==> src/rtl/npx_unit_regs.vh <==
// Purpose: register indices, field positions, reset values and constants
// Assumes: byte address of a register is four times its index
// Notes:   definitions only
`ifndef NPX_UNIT_REGS_VH
`define NPX_UNIT_REGS_VH

// register indices (byte address = index * 4)
`define NPX_IDX_CENTRAL   8'hE6
`define NPX_IDX_EDGE      8'hF2
`define NPX_IDX_PEND      8'hF3
`define NPX_IDX_MASK      8'hF4
`define NPX_IDX_PAIR      8'hF5
`define NPX_IDX_NEST      8'hF7
`define NPX_IDX_OPTION    8'hF8
`define NPX_IDX_CODESEG   8'hF9
`define NPX_IDX_HANDSEG   8'hFA
`define NPX_IDX_VECBASE   8'hFB
`define NPX_ADDR(idx)     ({(idx), 2'b00})

// central control fields
`define NPX_CC_SPARE      7
`define NPX_CC_GME        4
`define NPX_CC_ARB        3
`define NPX_CC_CPL_HI     2
`define NPX_CC_RESET      8'h87

// option register fields
`define NPX_OP_A0SEL      0
`define NPX_OP_C0SEL      1
`define NPX_OP_D0SEL      2
`define NPX_OP_SEGSAVE    4
`define NPX_OP_RESET      8'h03

// other reset values
`define NPX_BYTE_RESET    8'h00
`define NPX_LOWEST_PRIO   3'h7
`define NPX_NO_LEVEL      4'h8
`define NPX_VEC_FIELD     4

`endif

==> src/rtl/npx_unit.v <==
// Purpose: nested/concurrent interrupt sequencing and eight external channels
// Assumes: core pops with data valid while stk_pop is high; APB, zero wait
// Notes:   top-level interrupt is handled elsewhere and never enters here
// Behaviour
// - nested ack sets nesting bit at level
// - nested ack loads level with request priority
// - entry: disable, save level, push, vector
// - entry loads or substitutes handler segment
// - return pops flags, segment, pc, enables
// - nested return restores level from stack
// - return resumes code segment unless nested
// - no re-enable gives priority-ordered service
// - concurrent re-enable lets lower levels preempt
// - eight pins map onto four channel pairs
// - edge select: one rising, zero falling
// - per-channel mask, A0 bit7 to D1 bit0
// - pair priority bits, odd channel one lower
// - A0 from pin zero or timer
// - B0 from pin two only when serial off
// - C0 from pin four or standard timer
// - D0 from pin six or clock control
// - acknowledge only if priority below level
// - current level resets to seven
// - one bit selects concurrent or nested
// - top-level entry never touches these fields
`include "npx_unit_regs.vh"
`timescale 1ns/1ps
`default_nettype none

module npx_unit (
	// clock and reset
	input  wire        pclk,
	input  wire        presetn,
	// apb slave
	input  wire        psel,
	input  wire        penable,
	input  wire        pwrite,
	input  wire [9:0]  paddr,
	input  wire [31:0] pwdata,
	output reg  [31:0] prdata,
	output reg         pready,
	output reg         pslverr,
	// external pins and peripheral requesters
	input  wire [7:0]  ext_pin,
	input  wire        timer_wdog_irq,
	input  wire        serial_irq,
	input  wire        serial_periph_on,
	input  wire        serial_periph_mode,
	input  wire        standard_timer_irq,
	input  wire        clock_control_irq,
	// core request and acknowledge
	output reg         irq_request,
	output reg  [2:0]  irq_priority,
	input  wire        core_take,
	input  wire        core_iret,
	input  wire [15:0] core_pc,
	input  wire [7:0]  core_flags,
	output reg         seq_busy,
	// system stack
	output reg         stk_push,
	output reg  [7:0]  stk_wdata,
	output reg         stk_pop,
	input  wire [7:0]  stk_rdata,
	// vector fetch
	output reg         vec_req,
	output reg  [7:0]  vec_addr,
	input  wire        vec_valid,
	input  wire [15:0] vec_data,
	// core state reload
	output reg         pc_load,
	output reg  [15:0] pc_out,
	output reg         flags_load,
	output reg  [7:0]  flags_out,
	output reg  [7:0]  active_segment
);

	localparam [9:0] S_IDLE = 10'h001;
	localparam [9:0] S_PCL  = 10'h002;
	localparam [9:0] S_PCH  = 10'h004;
	localparam [9:0] S_CSP  = 10'h008;
	localparam [9:0] S_FLG  = 10'h010;
	localparam [9:0] S_VEC  = 10'h020;
	localparam [9:0] S_RFL  = 10'h040;
	localparam [9:0] S_RCS  = 10'h080;
	localparam [9:0] S_RPH  = 10'h100;
	localparam [9:0] S_RPL  = 10'h200;

	reg  [9:0]  state;
	reg  [7:0]  central;
	reg  [7:0]  ext_edge_select;
	reg  [7:0]  ext_pending_flags;
	reg  [7:0]  ext_mask_bits;
	reg  [7:0]  ext_pair_priority;
	reg  [7:0]  nesting_level_stack;
	reg  [7:0]  option;
	reg  [7:0]  code_segment_reg;
	reg  [7:0]  handler_segment_reg;
	reg  [3:0]  vector_index;
	reg  [7:0]  pin_meta;
	reg  [7:0]  pin_sync;
	reg  [7:0]  src_prev;
	reg  [3:0]  depth;
	reg         use_handler_seg;
	reg  [2:0]  taken_ch;
	reg  [15:0] saved_pc;
	reg  [7:0]  saved_flags;
	reg  [7:0]  pc_hi;
	reg  [7:0]  rd_value;
	reg         rd_hit;
	reg  [3:0]  best_lvl;
	reg  [2:0]  best_ch;
	reg  [2:0]  restore_lvl;
	reg         restore_found;
	reg  [7:0]  take_clear;
	integer     i;

	wire [7:0]  src;
	wire [7:0]  trig;
	wire [23:0] lvl_flat;
	wire [2:0]  current_priority  = central[`NPX_CC_CPL_HI:0];
	wire        global_mask_enable = central[`NPX_CC_GME];
	wire        arbitration_select = central[`NPX_CC_ARB];
	wire        segment_save_option = option[`NPX_OP_SEGSAVE];
	wire        wr_en = psel & penable & pready & pwrite & ~pslverr;
	wire        setup = psel & ~penable;
	wire        win_valid = (best_lvl < {1'b0, current_priority});
	wire        take = core_take & irq_request & win_valid & (state == S_IDLE);
	wire        ret = core_iret & (state == S_IDLE) & (depth != 4'h0);

	// pins cross into pclk through two flops; peripherals share the clock
	always @(posedge pclk or negedge presetn) begin
		if (!presetn) begin
			pin_meta <= `NPX_BYTE_RESET;
			pin_sync <= `NPX_BYTE_RESET;
		end else begin
			pin_meta <= ext_pin;
			pin_sync <= pin_meta;
		end
	end

	assign src[0] = option[`NPX_OP_A0SEL] ? pin_sync[0] : timer_wdog_irq;
	assign src[1] = pin_sync[1];
	assign src[2] = (~serial_periph_on & ~serial_periph_mode) ? pin_sync[2] : serial_irq;
	assign src[3] = pin_sync[3];
	assign src[4] = option[`NPX_OP_C0SEL] ? pin_sync[4] : standard_timer_irq;
	assign src[5] = pin_sync[5];
	assign src[6] = option[`NPX_OP_D0SEL] ? clock_control_irq : pin_sync[6];
	assign src[7] = pin_sync[7];

	genvar g;
	generate
		for (g = 0; g < 8; g = g + 1) begin : chan
			assign trig[g] = ext_edge_select[g] ? (src[g] & ~src_prev[g])
			                                     : (~src[g] & src_prev[g]);
			assign lvl_flat[3*g+2:3*g] = {ext_pair_priority[7-2*(g/2)],
			                              ext_pair_priority[6-2*(g/2)], g % 2 == 1};
		end
	endgenerate

	always @(posedge pclk or negedge presetn) begin
		if (!presetn) begin
			src_prev <= `NPX_BYTE_RESET;
		end else begin
			src_prev <= src;
		end
	end

	// priority search; lowest channel index wins a tie like the daisy chain
	always @* begin
		best_lvl = `NPX_NO_LEVEL;
		best_ch = 3'h0;
		for (i = 7; i >= 0; i = i - 1) begin
			if (ext_pending_flags[i] && ext_mask_bits[7-i] &&
			    ({1'b0, lvl_flat[3*i+2 -: 3]} <= best_lvl)) begin
				best_lvl = {1'b0, lvl_flat[3*i+2 -: 3]};
				best_ch = i[2:0];
			end
		end
	end

	always @* begin
		restore_lvl = `NPX_LOWEST_PRIO;
		restore_found = 1'b0;
		for (i = 7; i >= 0; i = i - 1) begin
			if (nesting_level_stack[i]) begin
				restore_lvl = i[2:0];
				restore_found = 1'b1;
			end
		end
	end

	always @* begin
		take_clear = 8'h00;
		if (take) begin
			take_clear[best_ch] = 1'b1;
		end
	end

	// pending: a new edge beats both a software clear and the ack clear
	always @(posedge pclk or negedge presetn) begin
		if (!presetn) begin
			ext_pending_flags <= `NPX_BYTE_RESET;
		end else if (wr_en && paddr == `NPX_ADDR(`NPX_IDX_PEND)) begin
			ext_pending_flags <= (pwdata[7:0] & ~take_clear) | trig;
		end else begin
			ext_pending_flags <= (ext_pending_flags & ~take_clear) | trig;
		end
	end

	// read mux, prepared in the setup phase so prdata is a flop
	always @* begin
		rd_hit = 1'b1;
		rd_value = 8'h00;
		if (paddr == `NPX_ADDR(`NPX_IDX_CENTRAL)) begin
			rd_value = {central[7], 2'b00, central[4:0]};
		end else if (paddr == `NPX_ADDR(`NPX_IDX_EDGE)) begin
			rd_value = ext_edge_select;
		end else if (paddr == `NPX_ADDR(`NPX_IDX_PEND)) begin
			rd_value = ext_pending_flags;
		end else if (paddr == `NPX_ADDR(`NPX_IDX_MASK)) begin
			rd_value = ext_mask_bits;
		end else if (paddr == `NPX_ADDR(`NPX_IDX_PAIR)) begin
			rd_value = ext_pair_priority;
		end else if (paddr == `NPX_ADDR(`NPX_IDX_NEST)) begin
			rd_value = nesting_level_stack;
		end else if (paddr == `NPX_ADDR(`NPX_IDX_OPTION)) begin
			rd_value = option;
		end else if (paddr == `NPX_ADDR(`NPX_IDX_CODESEG)) begin
			rd_value = code_segment_reg;
		end else if (paddr == `NPX_ADDR(`NPX_IDX_HANDSEG)) begin
			rd_value = handler_segment_reg;
		end else if (paddr == `NPX_ADDR(`NPX_IDX_VECBASE)) begin
			rd_value = {vector_index, 4'h0};
		end else begin
			rd_hit = 1'b0;
		end
	end

	always @(posedge pclk or negedge presetn) begin
		if (!presetn) begin
			prdata <= 32'h00000000;
			pready <= 1'b0;
			pslverr <= 1'b0;
		end else begin
			pready <= setup;
			pslverr <= setup & ~rd_hit;
			if (setup) begin
				prdata <= {24'h000000, rd_value};
			end
		end
	end

	// plain software registers
	always @(posedge pclk or negedge presetn) begin
		if (!presetn) begin
			ext_edge_select <= `NPX_BYTE_RESET;
			ext_mask_bits <= `NPX_BYTE_RESET;
			ext_pair_priority <= `NPX_BYTE_RESET;
			option <= `NPX_OP_RESET;
			handler_segment_reg <= `NPX_BYTE_RESET;
			vector_index <= 4'h0;
		end else if (wr_en) begin
			if (paddr == `NPX_ADDR(`NPX_IDX_EDGE)) begin
				ext_edge_select <= pwdata[7:0];
			end else if (paddr == `NPX_ADDR(`NPX_IDX_MASK)) begin
				ext_mask_bits <= pwdata[7:0];
			end else if (paddr == `NPX_ADDR(`NPX_IDX_PAIR)) begin
				ext_pair_priority <= pwdata[7:0];
			end else if (paddr == `NPX_ADDR(`NPX_IDX_OPTION)) begin
				option <= pwdata[7:0] & 8'h17;
			end else if (paddr == `NPX_ADDR(`NPX_IDX_HANDSEG)) begin
				handler_segment_reg <= pwdata[7:0];
			end else if (paddr == `NPX_ADDR(`NPX_IDX_VECBASE)) begin
				vector_index <= pwdata[7:`NPX_VEC_FIELD];
			end
		end
	end

	always @(posedge pclk or negedge presetn) begin
		if (!presetn) begin
			irq_request <= 1'b0;
			irq_priority <= `NPX_LOWEST_PRIO;
			seq_busy <= 1'b0;
			active_segment <= `NPX_BYTE_RESET;
		end else begin
			irq_request <= win_valid & global_mask_enable & (state == S_IDLE) & ~take;
			irq_priority <= best_lvl[2:0];
			seq_busy <= (state != S_IDLE) | take | ret;
			active_segment <= use_handler_seg ? handler_segment_reg : code_segment_reg;
		end
	end

	// sequencer; its updates follow software writes so hardware wins a collision
	always @(posedge pclk or negedge presetn) begin
		if (!presetn) begin
			state <= S_IDLE;
			central <= `NPX_CC_RESET;
			nesting_level_stack <= `NPX_BYTE_RESET;
			code_segment_reg <= `NPX_BYTE_RESET;
			depth <= 4'h0;
			use_handler_seg <= 1'b0;
			taken_ch <= 3'h0;
			saved_pc <= 16'h0000;
			saved_flags <= `NPX_BYTE_RESET;
			pc_hi <= `NPX_BYTE_RESET;
			stk_push <= 1'b0;
			stk_wdata <= `NPX_BYTE_RESET;
			stk_pop <= 1'b0;
			vec_req <= 1'b0;
			vec_addr <= `NPX_BYTE_RESET;
			pc_load <= 1'b0;
			pc_out <= 16'h0000;
			flags_load <= 1'b0;
			flags_out <= `NPX_BYTE_RESET;
		end else begin
			pc_load <= 1'b0;
			flags_load <= 1'b0;
			if (wr_en && paddr == `NPX_ADDR(`NPX_IDX_CENTRAL)) begin
				central <= pwdata[7:0] & 8'h9F;
			end else if (wr_en && paddr == `NPX_ADDR(`NPX_IDX_NEST)) begin
				nesting_level_stack <= pwdata[7:0];
			end else if (wr_en && paddr == `NPX_ADDR(`NPX_IDX_CODESEG)) begin
				code_segment_reg <= pwdata[7:0];
			end
			case (state)
			S_IDLE: begin
				if (take) begin
					central[`NPX_CC_GME] <= 1'b0;
					if (arbitration_select) begin
						nesting_level_stack[current_priority] <= 1'b1;
						central[`NPX_CC_CPL_HI:0] <= best_lvl[2:0];
					end
					taken_ch <= best_ch;
					saved_pc <= core_pc;
					saved_flags <= core_flags;
					stk_push <= 1'b1;
					stk_wdata <= core_pc[7:0];
					state <= S_PCL;
				end else if (ret) begin
					stk_pop <= 1'b1;
					state <= S_RFL;
				end
			end
			S_PCL: begin
				stk_wdata <= saved_pc[15:8];
				state <= S_PCH;
			end
			S_PCH: begin
				if (segment_save_option) begin
					stk_wdata <= code_segment_reg;
					state <= S_CSP;
				end else begin
					stk_wdata <= saved_flags;
					state <= S_FLG;
				end
			end
			S_CSP: begin
				stk_wdata <= saved_flags;
				state <= S_FLG;
			end
			S_FLG: begin
				stk_push <= 1'b0;
				vec_req <= 1'b1;
				vec_addr <= {vector_index, taken_ch, 1'b0};
				state <= S_VEC;
			end
			S_VEC: begin
				if (vec_valid) begin
					vec_req <= 1'b0;
					pc_out <= vec_data;
					pc_load <= 1'b1;
					if (segment_save_option) begin
						code_segment_reg <= handler_segment_reg;
						use_handler_seg <= 1'b0;
					end else begin
						use_handler_seg <= 1'b1;
					end
					depth <= depth + 4'h1;
					state <= S_IDLE;
				end
			end
			S_RFL: begin
				flags_out <= stk_rdata;
				flags_load <= 1'b1;
				state <= segment_save_option ? S_RCS : S_RPH;
			end
			S_RCS: begin
				code_segment_reg <= stk_rdata;
				state <= S_RPH;
			end
			S_RPH: begin
				pc_hi <= stk_rdata;
				state <= S_RPL;
			end
			S_RPL: begin
				stk_pop <= 1'b0;
				pc_out <= {pc_hi, stk_rdata};
				pc_load <= 1'b1;
				central[`NPX_CC_GME] <= 1'b1;
				if (arbitration_select) begin
					central[`NPX_CC_CPL_HI:0] <= restore_lvl;
					if (restore_found) begin
						nesting_level_stack[restore_lvl] <= 1'b0;
					end
				end
				// back to code segment unless nested
				use_handler_seg <= ~segment_save_option & arbitration_select &
				                   (depth != 4'h1);
				depth <= depth - 4'h1;
				state <= S_IDLE;
			end
			default: begin
				state <= S_IDLE;
			end
			endcase
		end
	end

endmodule

`default_nettype wire

==> config.mk <==
export PLATFORM = sky130hd
export DESIGN_NAME = npx_unit
export DESIGN_NICKNAME = d
export VERILOG_FILES = /design/src/rtl/npx_unit.v
export VERILOG_INCLUDE_DIRS = /design/src /design/src/rtl
export SDC_FILE = /design/constraint.sdc
export NUM_CORES = 1
export LEC_CHECK = 0
export BUFFER_PORTS_ARGS = -buffer_cell sky130_fd_sc_hd__buf_2
export CORE_ASPECT_RATIO = 2
export CORE_MARGIN = 8
export CORE_UTILIZATION = 35
export CTS_CLUSTER_DIAMETER = 100
export DETAILED_ROUTE_END_ITERATION = 12
export PLACE_DENSITY = 0.54
export SLEW_MARGIN = 0
export SYNTH_ARGS = -nofsm -noshare
export SYNTH_HDL_FRONTEND = slang
export SYNTH_SLANG_ARGS = --single-unit
export TNS_END_PERCENT = 100
==> constraint.sdc <==
create_clock -name pclk -period 17.78 [get_ports pclk]
set_clock_uncertainty 0.2 [all_clocks]
set_input_delay 1.778 -clock pclk [delete_from_list [all_inputs] [get_ports pclk]]
set_output_delay 1.778 -clock pclk [all_outputs]
set_load 0.02 [all_outputs]
# Word-level counts from Yosys, hierarchy flattened
# Cells that the tools add are included.
[totals]
inputBits = 112
wordCells = 312
out_inout_bits = 92
register_bits = 211
[classes]
reduce_logical = 42
n_mux = 118
n_lt_le_gt_ge = 15
add_sub_neg = 2
n_eq_ne = 27
n_bitwise = 71
[ops]
columns = ["cell", "count"]
rows = [
  ["8-bit two-way mux", 26],
  ["10-bit equality test, second input constant", 11],
  ["10-bit case mux with 9 select lines", 1],
  ["3-bit two-way mux", 17],
  ["1-bit two-way mux", 43],
  ["4-bit two-way mux", 9],
  ["1-bit bitwise AND", 33],
  ["16-bit case mux with 2 select lines", 1],
  ["8-bit case mux with 2 select lines", 2],
  ["8-bit case mux with 4 select lines", 1],
  ["10-bit two-way mux", 3],
  ["3-bit by 4-bit <= comparator with 1-bit output", 7],
  ["1-bit NOT", 28],
  ["8-bit bitwise AND", 3],
  ["8-bit bitwise OR", 3],
  ["1-bit logical AND", 23],
  ["16-bit two-way mux", 1],
  ["8-bit NOT", 2],
  ["2-bit AND reduction", 7],
  ["3-bit by 4-bit < comparator with 1-bit output, second input constant", 3],
  ["1-bit case mux with 2 select lines", 6],
  ["10-bit by 1-bit equality test with 1-bit output, second input constant", 1],
  ["10-bit by 2-bit equality test with 1-bit output, second input constant", 1],
  ["10-bit by 3-bit equality test with 1-bit output, second input constant", 1],
  ["other kinds (28)", 42],
]

# Depth between registers and ports, before layout
# Gate-level depths: netlist (run 1).
[depth]
ltp_word = 33
ltp_mapped = 51
depth_no_buf = 51

# Worst setup path after synthesis (run 1)
# No wires, ideal clock.
[synth_path]
path_type = "register to register"
startpoint = "register ext_mask_bits[0]"
endpoint = "register saved_flags[3]"
setup_time_ns = 0.125
stages_incl_launch_ff = 51
arrival_ns = 9.457
period_less_slack_ns = 9.782
t_required_ns = 17.455
path_buffers = 1
setup_slack_ns = 7.998
path_cell_list = "dfrtp_1 a22o_1 and2_1 ha_1 a21oi_1 o21ai_0 nand2_1 nor2_1 a21oi_1 ha_1 nand4_1 a2111o_1 nand3_1 a21oi_1 nand2_1 o21ai_0 ha_1 a41oi_1 (+15 left out) mux2i_1 ha_1 nand4_1 nor2_1 a2bb2oi_1 a21boi_0 o21ai_4 mux2i_1 inv_1 ha_1 inv_1 nor2_1 o21ai_0 nand2_1 nor2_1 nand2_4 buf_6 mux2_4"
[synth_via]
elab_chain_cells = 28
[synth_rtl]
columns = ["element", "line_no", "text"]
rows = [
  ["from (decl)", "npx_unit.v:92", "reg [7:0] ext_mask_bits;"],
  ["from (signal assigned)", "npx_unit.v:257", "ext_mask_bits <= `NPX_BYTE_RESET;"],
  ["from (signal assigned)", "npx_unit.v:266", "ext_mask_bits <= pwdata[7:0];"],
  ["1-bit logical AND * (2 in series)", "npx_unit.v:173", "if (ext_pending_flags[i] && ext_mask_bits[7-i] &&"],
  ["4-bit two-way mux *", "npx_unit.v:173", ""],
  ["3-bit by 4-bit <= comparator with 1-bit output", "npx_unit.v:174", "({1'b0, lvl_flat[3*i+2 -: 3]} <= best_lvl)) begin"],
  ["1-bit logical AND", "npx_unit.v:173", ""],
  ["4-bit two-way mux *", "npx_unit.v:173", ""],
  ["3-bit by 4-bit <= comparator with 1-bit output", "npx_unit.v:174", ""],
  ["1-bit logical AND", "npx_unit.v:173", ""],
  ["4-bit two-way mux *", "npx_unit.v:173", ""],
  ["(+11 left out)", "n/a", ""],
  ["4-bit two-way mux *", "npx_unit.v:173", ""],
  ["3-bit by 4-bit <= comparator with 1-bit output", "npx_unit.v:174", ""],
  ["1-bit logical AND", "npx_unit.v:173", ""],
  ["4-bit two-way mux *", "npx_unit.v:173", ""],
  ["named net best_lvl[1]", "npx_unit.v:110", "reg [3:0] best_lvl;"],
  ["4-bit by 3-bit < comparator with 1-bit output *", "npx_unit.v:126", "wire win_valid = (best_lvl < {1'b0, current_priority});"],
  ["1-bit bitwise AND * (2 in series)", "npx_unit.v:127", "wire take = core_take & irq_request & win_valid & (state == S_IDLE);"],
  ["2-bit AND reduction (no source line) *", "n/a", ""],
  ["to (signal assigned)", "npx_unit.v:304", "saved_flags <= `NPX_BYTE_RESET;"],
  ["to (signal assigned)", "npx_unit.v:335", "saved_flags <= core_flags;"],
  ["to (decl)", "npx_unit.v:106", "reg [7:0] saved_flags;"],
]
# Mark *: on every way through the listed nets, which the timed path passes. The rest lies on a longest branch.
# A chain may end at the register's enable or synchronous reset.

# Final worst setup path (run 1)
[layout_path]
startpoint = "register ext_pending_flags[6]"
endpoint = "register ext_pending_flags[5]"
[layout_via]
word_cells_on_any_way = 43
classes_between = "9 x order compare; 18 x mux; 7 x bitwise; 9 x reduce/logical"
[layout_rtl]
columns = ["element", "line_no", "text"]
rows = [
  ["from (decl)", "npx_unit.v:91", "reg [7:0] ext_pending_flags;"],
  ["from (signal assigned)", "npx_unit.v:202", "ext_pending_flags <= `NPX_BYTE_RESET;"],
  ["from (signal assigned)", "npx_unit.v:204", "ext_pending_flags <= (pwdata[7:0] & ~take_clear) | trig;"],
  ["from (signal assigned)", "npx_unit.v:206", "ext_pending_flags <= (ext_pending_flags & ~take_clear) | trig;"],
  ["1-bit logical AND * (2 in series)", "npx_unit.v:173", ""],
  ["4-bit two-way mux *", "npx_unit.v:173", ""],
  ["3-bit by 4-bit <= comparator with 1-bit output", "npx_unit.v:174", ""],
  ["1-bit logical AND", "npx_unit.v:173", ""],
  ["4-bit two-way mux *", "npx_unit.v:173", ""],
  ["3-bit by 4-bit <= comparator with 1-bit output", "npx_unit.v:174", ""],
  ["1-bit logical AND", "npx_unit.v:173", ""],
  ["4-bit two-way mux *", "npx_unit.v:173", ""],
  ["(+12 left out)", "n/a", ""],
  ["named net best_lvl[1]", "npx_unit.v:110", ""],
  ["4-bit by 3-bit < comparator with 1-bit output *", "npx_unit.v:126", ""],
  ["1-bit bitwise AND * (2 in series)", "npx_unit.v:127", ""],
  ["8-bit two-way mux *", "npx_unit.v:194", "if (take) begin"],
  ["8-bit NOT *", "npx_unit.v:204, npx_unit.v:206", ""],
  ["8-bit bitwise AND, on equally long branches", "npx_unit.v:206, npx_unit.v:204", ""],
  ["8-bit bitwise OR, on equally long branches", "npx_unit.v:206, npx_unit.v:204", ""],
  ["8-bit two-way mux *", "npx_unit.v:203", "end else if (wr_en && paddr == `NPX_ADDR(`NPX_IDX_PEND)) begin"],
]
# Marks and branches as above.

==> results of run 1 <==
==> worst reg2reg max path: cells and delay by family, from the launching register on <==
kind | cells | cell delay, ns
adders and majority gates | 8 | 2.30
and+or+nand+nor | 15 | 2.93
buffers and inverters | 2 | 0.18
AOI/OAI and AO/OA | 20 | 4.62
DFF | 1 | 0.45
muxes | 4 | 1.06
==> metal layers <==
layer / routed length [um] / track usage / vias up
met5: 0 / 0 / -
met4: 2730 / 0.153 / 0
met3: 1460 / 0.0272 / 97
met2: 19600 / 0.367 / 279
met1: 11200 / 0.170 / 4207
li1: - / - / 3963
==> final timing paths <==
kind	start	endpoint	slack, ns	depth (start not counted)
min in group asynchronous	presetn	taken_ch[2]$_DFFE_PN0P_	1.03	1
max in group asynchronous	presetn	pc_out[9]$_DFFE_PN0P_	15.00	2
worst min register to register	pin_meta[2]$_DFF_PN0_	pin_sync[2]$_DFF_PN0_	0.15	0
worst max register to register	ext_pending_flags[6]$_DFF_PN0_	ext_pending_flags[5]$_DFF_PN0_	5.90	49
worst min-delay path	pin_meta[2]$_DFF_PN0_	pin_sync[2]$_DFF_PN0_	0.15	0
worst max-delay path	ext_pending_flags[6]$_DFF_PN0_	ext_pending_flags[5]$_DFF_PN0_	5.90	49
==> metrics by stage <==
step / cell area, um2 / worst slack [ns] / hold slack (ns) / util
2_1_floorplan: 10500 / 8.00 / 0.131 / -
3_3_place_gp: 11500 / 5.86 / 0.131 / 0.390
3_5_place_dp: 11500 / 5.87 / 0.136 / 0.390
4_1_cts: 12200 / 5.83 / 0.152 / 0.416
5_1_grt: 12200 / 4.88 / 0.167 / 0.416
6_report: 12200 / 5.90 / 0.150 / 0.416
==> report_power, final <==
group / switching [mW] / internal, mW / leakage, nW
clock network: 0.202 / 0.287 / 0.359
logic: 0.153 / 0.0760 / 3.06
registers: 0.0329 / 0.513 / 2.60
total: 0.388 / 0.877 / 6.02
==> cell families (layout without fill, tap and decap cells) <==
logic type	count (synthesis)	count (layout)	share of synthesized area
flip-flops	203	203	0.488
other	1	25	0.000360
multiplexers	115	115	0.125
AND/OR/NAND/NOR	366	366	0.166
XOR/XNOR	4	4	0.00336
buffers and inverters	91	228	0.0438
AO/OA/AOI/OAI	232	232	0.154
adder cells (fa/ha/maj)	15	15	0.0178
==> final cells by class <==
type	instances	area [um2]	share of cell area
timing repair buffer	163	847	0.0693
tap	364	455	0.0373
clock inverter	14	198	0.0162
multi-input combinational	757	4970	0.407
sequential	203	5090	0.417
inverter	27	101	0.00829
clock buffer	24	557	0.0456
==> placed cells by master, fill, tap and decap left out, drive strengths merged, types with 5 or more instances in the layout <==
master,netlist,routed
dfrtp,193,193
and2,15,15
nand2b,6,6
o22a,5,5
nand2,172,172
nand3,24,24
dfstp,10,10
nor4,7,7
a221oi,6,6
buf,36,162
or3,6,6
a222oi,16,16
nor3b,12,12
a21oi,46,46
a21o,6,6
a21boi,6,6
a22oi,24,24
mux2,83,83
ha,14,14
o21ai,63,63
and3,9,9
inv,26,29
conb,1,25
a31oi,10,10
nand4,8,8
mux2i,32,32
nor2,66,66
clkbuf,28,25
nor2b,8,8
nor3,16,16
==> flow_summary_export.csv, run 1 <==
group,metric,value,unit
floorplanning,ios,204,
clock_tree,post_cts_resized,0,
clock_tree,cts_tree,"built",
critical_path,cpPeakStageDelay,0.58,ns
floorplanning,die_h,260,um
synthesis,async_reset_ff_frac,1.00,
clock_tree,cts_sinks,203,
sta,timing.final.crit_period,11.88,ns
critical_path,start_kind,"flop",
job,drv_cap,0,
global_route,grt.total_usage,0.189,
detailed_routing,drtIter0Drc,511,
synthesis,ys_top_cells_by_count,"dfrtp_1 (193), nand2_1 (171), mux2_2 (69)",
sta,rsz0062_at_grt,"false",
global_route,grt_pass1_vias,9023,
critical_path,end_kind,"flop",
final_layout,stdcell_count,1552,
detailed_routing,post_drt_via_cell_ratio,5.51,
clock_tree,cts_hold_buffers,0,
clock_tree,clk_latency,0.52,ns
placed_design,gp_congestion,0.944,
placed_design,place_inst,1514,
synthesis,yosysTopAreaCell,"dfrtp_1",
pwr,p_leak,6.02,nW
global_route,grt_pass1_wl,53100,um
pwr,vdd_drop_max,0.0949,mV
placed_design,port_buffers,154,
global_route,grt_max_degree,72,
critical_path,required,17.97,ns
synthesis,yosys_warnings,0,
floorplanning,rows,89,
sta,max_freq,0.0841,GHz
synthesis,netlist_instances,1027,
global_route,grt_overflow_total,0,
synthesis,ys_types,85,
detailed_routing,wirelength,35000,um
critical_path,critPathMostFrequentCell,"ha_1",
synthesis,yosysMostFrequentCell,"dfrtp_1",
clock_tree,path_clk_slew,0.07,ns
floorplanning,die_x,138,um
sta,setup_violations,0,
detailed_routing,wl_per_cell,22.5,um
sta,hold_violations,0,
critical_path,path_max_fanout,24,
pwr,powerDensity,103,nW/um2
critical_path,cpMaxStageDelayCell,"a21boi_0",
clock_tree,cts_made_buffers,21,
clock_tree,root_buffer,"clkbuf_16",
synthesis,synth_edf_count,0,
synthesis,synth_area,10400,um2
final_layout,top_register,"pc_out",
global_route,antenna_found_initial,0,
final_layout,fillers,2975,
final_layout,nets,1299,
clock_tree,clockBufferDepth,3,
sta,worst_pin_slew,1.21,ns
sta,final_max_slew_viol_count,0,
synthesis,netlist.area_leader.share,0.463,
floorplanning,dieArea,35900,um2
pwr,total_power,1.26,mW
synthesis,avgSynthCellArea,10.2,um2
critical_path,critical_path.top_delay_family,"compound AO/OA/AOI/OAI gates",
synthesis,synthFlopType,"dfrtp_1",
min_path,hold_path.class,"reg -> reg",
run_status,status,"finished, final reports clean",
synthesis,seq_area_frac_synth,0.488,
clock_tree,cts_max_level,1,
final_layout,area_growth,17.2,%
floorplanning,core_area,29400,um2
detailed_routing,postRouteAntennaNets,0,
synthesis,ys_top_cells_by_area,"dfrtp_1 (46%), mux2_2 (7.5%), nand2_1 (6.2%)",
final_layout,reg_top3,"pc_out x16, state x10",
detailed_routing,drc,0,
synthesis,ys_ff_latch,203,
sta,finalSetupTns,0,ns
sta,period_share,0.668,
detailed_routing,drt_pass1_iterations,7,
sta,relSlewSlack,0.191,
floorplanning,start_util,0.355,
final_layout,antenna_cells,0,
detailed_routing,vias,8546,
critical_path,path_class,"reg -> reg",
critical_path,arrival,12.07,ns
clock_tree,post-cts-setup-buffers,0,
placed_design,dp_hpwl,27300,um
critical_path,critical_path_buf_inv_count,2,
final_layout,drive_above_1_share,0.267,
final_layout,largest_reg_flops,16,
Power figures use the tool's default switching activity.
==> run 2: changes to the inputs <==
==> constraint.sdc (replaced) <==
create_clock -name pclk -period 12.32 [get_ports pclk]
set_clock_uncertainty 0.2 [all_clocks]
set_input_delay 1.232 -clock pclk [delete_from_list [all_inputs] [get_ports pclk]]
set_output_delay 1.232 -clock pclk [all_outputs]
set_load 0.02 [all_outputs]
==> flow_summary_export.csv, run 2 (synthesized netlist as in run 1, its figures left out) <==
group,metric,value,unit
pwr,powerDensity,145,nW/um2
final_layout,stdcell_count,1553,
final_layout,final_common_cell,"dfrtp_1",
sta,max_freq,0.0871,GHz
critical_path,critical_path.top_delay_family,"compound AO/OA/AOI/OAI gates",
critical_path,crit_end,"ext_pending_flags[5]$_DFF_PN0_",
critical_path,reg2reg_to,"ext_pending_flags[5]$_DFF_PN0_",
sta,finalSetupTns,0,ns
min_path,hold_path.class,"reg -> reg",
placed_design,dp_hpwl,27300,um
sta,final_max_slew_viol_count,0,
floorplanning,dieArea,35900,um2
sta,relSlewSlack,0.199,
clock_tree,clockBufferDepth,3,
pwr,seqPwrFrac,0.447,
pwr,combinationalPowerShare,0.186,
floorplanning,die_h,260,um
final_layout,top_register,"pc_out",
critical_path,cpPeakStageDelay,0.47,ns
global_route,grt_pass1_vias,8732,
clock_tree,cts_hold_buffers,0,
detailed_routing,post_drt_via_cell_ratio,5.48,
sta,setup_ws,0.844,ns
detailed_routing,postRouteAntennaNets,0,
sta,setup_violations,0,
critical_path,required,12.50,ns
global_route,grt_max_degree,74,
sta,hold_violations,0,
placed_design,port_buffers,154,
placed_design,place_inst,1516,
critical_path,path_class,"reg -> reg",
critical_path,path_max_fanout,24,
critical_path,critPathMostFrequentCell,"ha_1",
final_layout,nets,1301,
critical_path,cpMaxStageDelayCell,"or3_1",
critical_path,end_kind,"flop",
floorplanning,core_area,29400,um2
final_layout,reg_top3,"pc_out x16, state x10",
final_layout,area_growth,16.8,%
critical_path,arrival,11.66,ns
placed_design,gp_congestion,0.950,
pwr,vdd_drop_max,0.0847,mV
pwr,internal_power,1.22,mW
sta,period_share,0.931,
clock_tree,cts_sinks,203,
detailed_routing,wl_per_cell,22.4,um
final_layout,drive_above_1_share,0.267,
sta,rsz0062_at_grt,"false",
pwr,p_leak,6.01,nW
floorplanning,rows,89,
clock_tree,clk_latency,0.53,ns
detailed_routing,drt_pass1_iterations,6,
final_layout,stdcell_area,12200,um2
global_route,grt_overflow_total,0,
critical_path,start_kind,"flop",
detailed_routing,vias,8505,
final_layout,largest_reg_flops,16,
floorplanning,start_util,0.355,
clock_tree,cts_tree,"built",
clock_tree,cts_made_buffers,21,
critical_path,reg2regPathDepth,50,
pwr,clkPwrFrac,0.368,
sta,hold_ws,0.142,ns
clock_tree,post-cts-setup-buffers,0,
detailed_routing,wirelength,34800,um
critical_path,r2r_slack,0.84,ns
clock_tree,path_clk_slew,0.07,ns
floorplanning,die_x,138,um
detailed_routing,drc,0,
critical_path,worst-path-stages,50,
job,drv_cap,0,
critical_path,critical_path_buf_inv_count,3,
final_layout,final_cell_mix,"dfrtp_1 (193), nand2_1 (171), buf_2 (153)",
placed_design,dp_slack,0.687,ns
clock_tree,cts_max_level,1,
pwr,p_sw,0.543,mW
clock_tree,post_cts_resized,0,
placed_design,placed_cell_area,11500,um2
clock_tree,root_buffer,"clkbuf_16",
global_route,antenna_found_initial,2,
pwr,swShare,0.307,
floorplanning,ios,204,
critical_path,r2r_start,"ext_pending_flags[6]$_DFF_PN0_",
run_status,status,"finished, final reports clean",
sta,worst_pin_slew,1.20,ns
final_layout,antenna_cells,0,
critical_path,critPathLaunch,"ext_pending_flags[6]$_DFF_PN0_",
global_route,grt_pass1_wl,52500,um
detailed_routing,drtIter0Drc,531,
sta,timing.final.crit_period,11.48,ns
global_route,grt.total_usage,0.188,
[run 2: through the flow]
step | power, mW | utilization
global route | 1.86 | 0.414
finish | 1.77 | 0.414
global placement | 1.13 | 0.391
detailed placement | 1.14 | 0.391
floorplan | 1.00 | -
CTS | 1.79 | 0.414
[run 2: how the worst min path moves through the flow]
stage                     depth (start not counted)             startpoint               endpoint  slack (ns)
after global placement                            0  pin_meta[2]$_DFF_PN0_  pin_sync[2]$_DFF_PN0_        0.13
after floorplan                                   0  pin_meta[0]$_DFF_PN0_  pin_sync[0]$_DFF_PN0_        0.13
after detailed placement                          0  pin_meta[7]$_DFF_PN0_  pin_sync[7]$_DFF_PN0_        0.13
final                                             0  pin_meta[6]$_DFF_PN0_  pin_sync[6]$_DFF_PN0_        0.14
after global routing                              0  pin_meta[5]$_DFF_PN0_  pin_sync[5]$_DFF_PN0_        0.16
after CTS                                         0  pin_meta[6]$_DFF_PN0_  pin_sync[6]$_DFF_PN0_        0.15
[run 2: final cells by class]
type | instances | area, um2
tap | 364 | 455
fill | 2949 | 17200
clock buffer | 27 | 578
sequential | 203 | 5090
multi-input combinational | 757 | 4980
clock inverter | 10 | 110
timing repair buffer | 165 | 862
inverter | 27 | 101
[run 2: routing by layer]
metal / wire (um) / up-vias / global-route usage / share of wire
li1: - / 3957 / - / -
met5: 12 / - / 0 / 0.00034
met2: 19700 / 275 / 0.368 / 0.57
met3: 1510 / 91 / 0.0281 / 0.043
met4: 2450 / 2 / 0.129 / 0.070
met1: 11100 / 4180 / 0.173 / 0.32
[run 2: power groups by stage]
stage,Sequential (mW),Combinational [mW],Clock (mW)
finish,0.790,0.329,0.650
global placement,0.801,0.330,0
detailed placement,0.802,0.333,0
global route,0.800,0.368,0.691
floorplan,0.843,0.160,0
CTS,0.790,0.334,0.666
==> run 3: changes to the inputs <==
--- a/config.mk
+++ b/config.mk
@@ -12,6 +12,7 @@
 export CORE_UTILIZATION = 35
 export CTS_CLUSTER_DIAMETER = 100
 export DETAILED_ROUTE_END_ITERATION = 12
+export GPL_ROUTABILITY_DRIVEN = 1
 export PLACE_DENSITY = 0.54
 export SLEW_MARGIN = 0
 export SYNTH_ARGS = -nofsm -noshare
==> constraint.sdc (replaced) <==
create_clock -name pclk -period 12.32 [get_ports pclk]
set_clock_uncertainty 0.2 [all_clocks]
set_input_delay 0.616 -clock pclk [delete_from_list [all_inputs] [get_ports pclk]]
set_output_delay 0.616 -clock pclk [all_outputs]
set_load 0.02 [all_outputs]
==> flow_summary_export.csv, run 3 (synthesized netlist as in run 1, its figures left out) <==
group,metric,value,unit
sta,max_freq,0.0882,GHz
sta,timing.final.crit_period,11.34,ns
sta,rsz0062_at_grt,"false",
global_route,grt_pass1_wl,53400,um
pwr,p_leak,6.09,nW
floorplanning,start_util,0.355,
sta,relSlewSlack,0.209,
run_status,status,"finished, final reports clean",
global_route,grt_max_degree,72,
sta,setup_ws,0.983,ns
global_route,grt.total_usage,0.191,
detailed_routing,drt-met1-wl,11600,um
placed_design,dp_hpwl,27300,um
detailed_routing,drt_pass1_iterations,5,
final_layout,top_register,"pc_out",
min_path,hold_path.class,"in -> reg",
placed_design,dp_slack,0.507,ns
critical_path,critPathMostFrequentCell,"ha_1",
clock_tree,cts_max_level,1,
critical_path,r2r_slack,0.98,ns
min_path,worstHoldStart,"vec_data[15]",
clock_tree,path_clk_slew,0.07,ns
detailed_routing,vias,8562,
floorplanning,die_x,138,um
critical_path,path_max_fanout,24,
clock_tree,clockBufferDepth,3,
sta,finalSetupTns,0,ns
critical_path,end_kind,"flop",
clock_tree,cts_tree,"built",
critical_path,start_kind,"flop",
final_layout,nets,1311,
sta,hold_violations,0,
sta,period_share,0.920,
detailed_routing,wirelength,35100,um
detailed_routing,met3_length,1390,um
sta,hold_ws,0.112,ns
sta,final_max_slew_viol_count,0,
global_route,grt_pass1_vias,8910,
critical_path,cpMaxStageDelayCell,"or3_1",
detailed_routing,met2WireLength,19700,um
final_layout,area_growth,18.4,%
critical_path,path_class,"reg -> reg",
floorplanning,rows,89,
clock_tree,clk_latency,0.53,ns
floorplanning,ios,204,
final_layout,largest_reg_flops,16,
min_path,worst_hold_path.endpoint,"pc_out[15]$_DFFE_PN0P_",
floorplanning,die_h,260,um
final_layout,final_common_cell,"dfrtp_1",
final_layout,reg_top3,"pc_out x16, state x10",
placed_design,port_buffers,154,
job,drv_cap,0,
pwr,powerDensity,148,nW/um2
clock_tree,cts_made_buffers,21,
placed_design,gp_congestion,0.950,
clock_tree,cts_sinks,203,
final_layout,stdcell_count,1562,
detailed_routing,wl_per_cell,22.5,um
detailed_routing,route.top_layer_used,"met4",
critical_path,reg2regPathDepth,50,
global_route,grt_overflow_total,0,
final_layout,antenna_cells,0,
critical_path,critical_path_buf_inv_count,3,
critical_path,cpPeakStageDelay,0.47,ns
critical_path,arrival,11.53,ns
final_layout,final_cell_mix,"dfrtp_1 (193), nand2_1 (171), buf_2 (153)",
critical_path,required,12.52,ns
detailed_routing,drc,0,
critical_path,r2r_start,"ext_pending_flags[7]$_DFF_PN0_",
floorplanning,dieArea,35900,um2
critical_path,reg2reg_to,"ext_pending_flags[5]$_DFF_PN0_",
clock_tree,root_buffer,"clkbuf_16",
pwr,vdd_drop_max,0.0875,mV
sta,worst_pin_slew,1.18,ns
detailed_routing,post_drt_via_cell_ratio,5.48,
sta,setup_violations,0,
critical_path,critical_path.top_delay_family,"compound AO/OA/AOI/OAI gates",
global_route,antenna_found_initial,0,
min_path,min_path_cells,3,
detailed_routing,postRouteAntennaNets,0,
floorplanning,core_area,29400,um2
detailed_routing,drtIter0Drc,577,
placed_design,place_inst,1515,
final_layout,drive_above_1_share,0.268,
-- run 3: per-stage QoR --
stage / instance area, um2 / power, mW / util
2_1_floorplan: 10500 / 1.00 / -
3_3_place_gp: 11500 / 1.13 / 0.390
3_5_place_dp: 11500 / 1.14 / 0.390
4_1_cts: 12300 / 1.85 / 0.419
5_1_grt: 12300 / 1.91 / 0.420
6_report: 12300 / 1.82 / 0.420
-- run 3: worst min-delay path: stages --
cell and delay, ns:
buf_2 0.08, a22oi_1 0.05, nand2_1 0.06
-- run 3: power by group --
group	total (mW)	switching (mW)	internal, mW
clock network	0.703	0.277	0.426
registers	0.789	0.0483	0.741
logic	0.331	0.220	0.111
total	1.82	0.545	1.28
-- run 3: final cells by class --
type / count / area (um2)
well taps: 364 / 455
inverters: 27 / 101
flip-flops and latches: 203 / 5090
clock buffers: 27 / 598
multi-input cells: 757 / 4980
fillers: 2926 / 17100
clock inverters: 9 / 151
repair buffers: 175 / 960
-- run 3: per-layer routing --
metal / vias to the layer above / GRT usage
met5: - / 0
met3: 81 / 0.0267
met4: 0 / 0.137
met1: 4213 / 0.178
li1: 4001 / -
met2: 267 / 0.371
-- run 3: worst max path at each step --
| stage | start | end | slack [ns] | cells after the start |
|---|---|---|---|---|
| 3_3_place_gp | ext_pending_flags[6]$_DFF_PN0_ | ext_pending_flags[5]$_DFF_PN0_ | 0.60 | 49 |
| 6_report | ext_pending_flags[7]$_DFF_PN0_ | ext_pending_flags[5]$_DFF_PN0_ | 0.98 | 50 |
| 2_1_floorplan | ext_mask_bits[0]$_DFFE_PN0P_ | saved_flags[3]$_DFFE_PN0P_ | 2.54 | 50 |
| 5_1_grt | ext_pending_flags[7]$_DFF_PN0_ | ext_pending_flags[5]$_DFF_PN0_ | 0.09 | 49 |
| 3_5_place_dp | ext_pending_flags[6]$_DFF_PN0_ | ext_pending_flags[5]$_DFF_PN0_ | 0.51 | 49 |
| 4_1_cts | ext_pending_flags[7]$_DFF_PN0_ | ext_pending_flags[5]$_DFF_PN0_ | 0.50 | 49 |
-- run 3: repair_timing --
action                                  4_1_cts  5_1_grt
endpoints found under the setup margin        0       41
hold buffers                                  9        0
resized for setup                             0        4
buffers inserted                              0        2
endpoints found under the hold margin        73        0
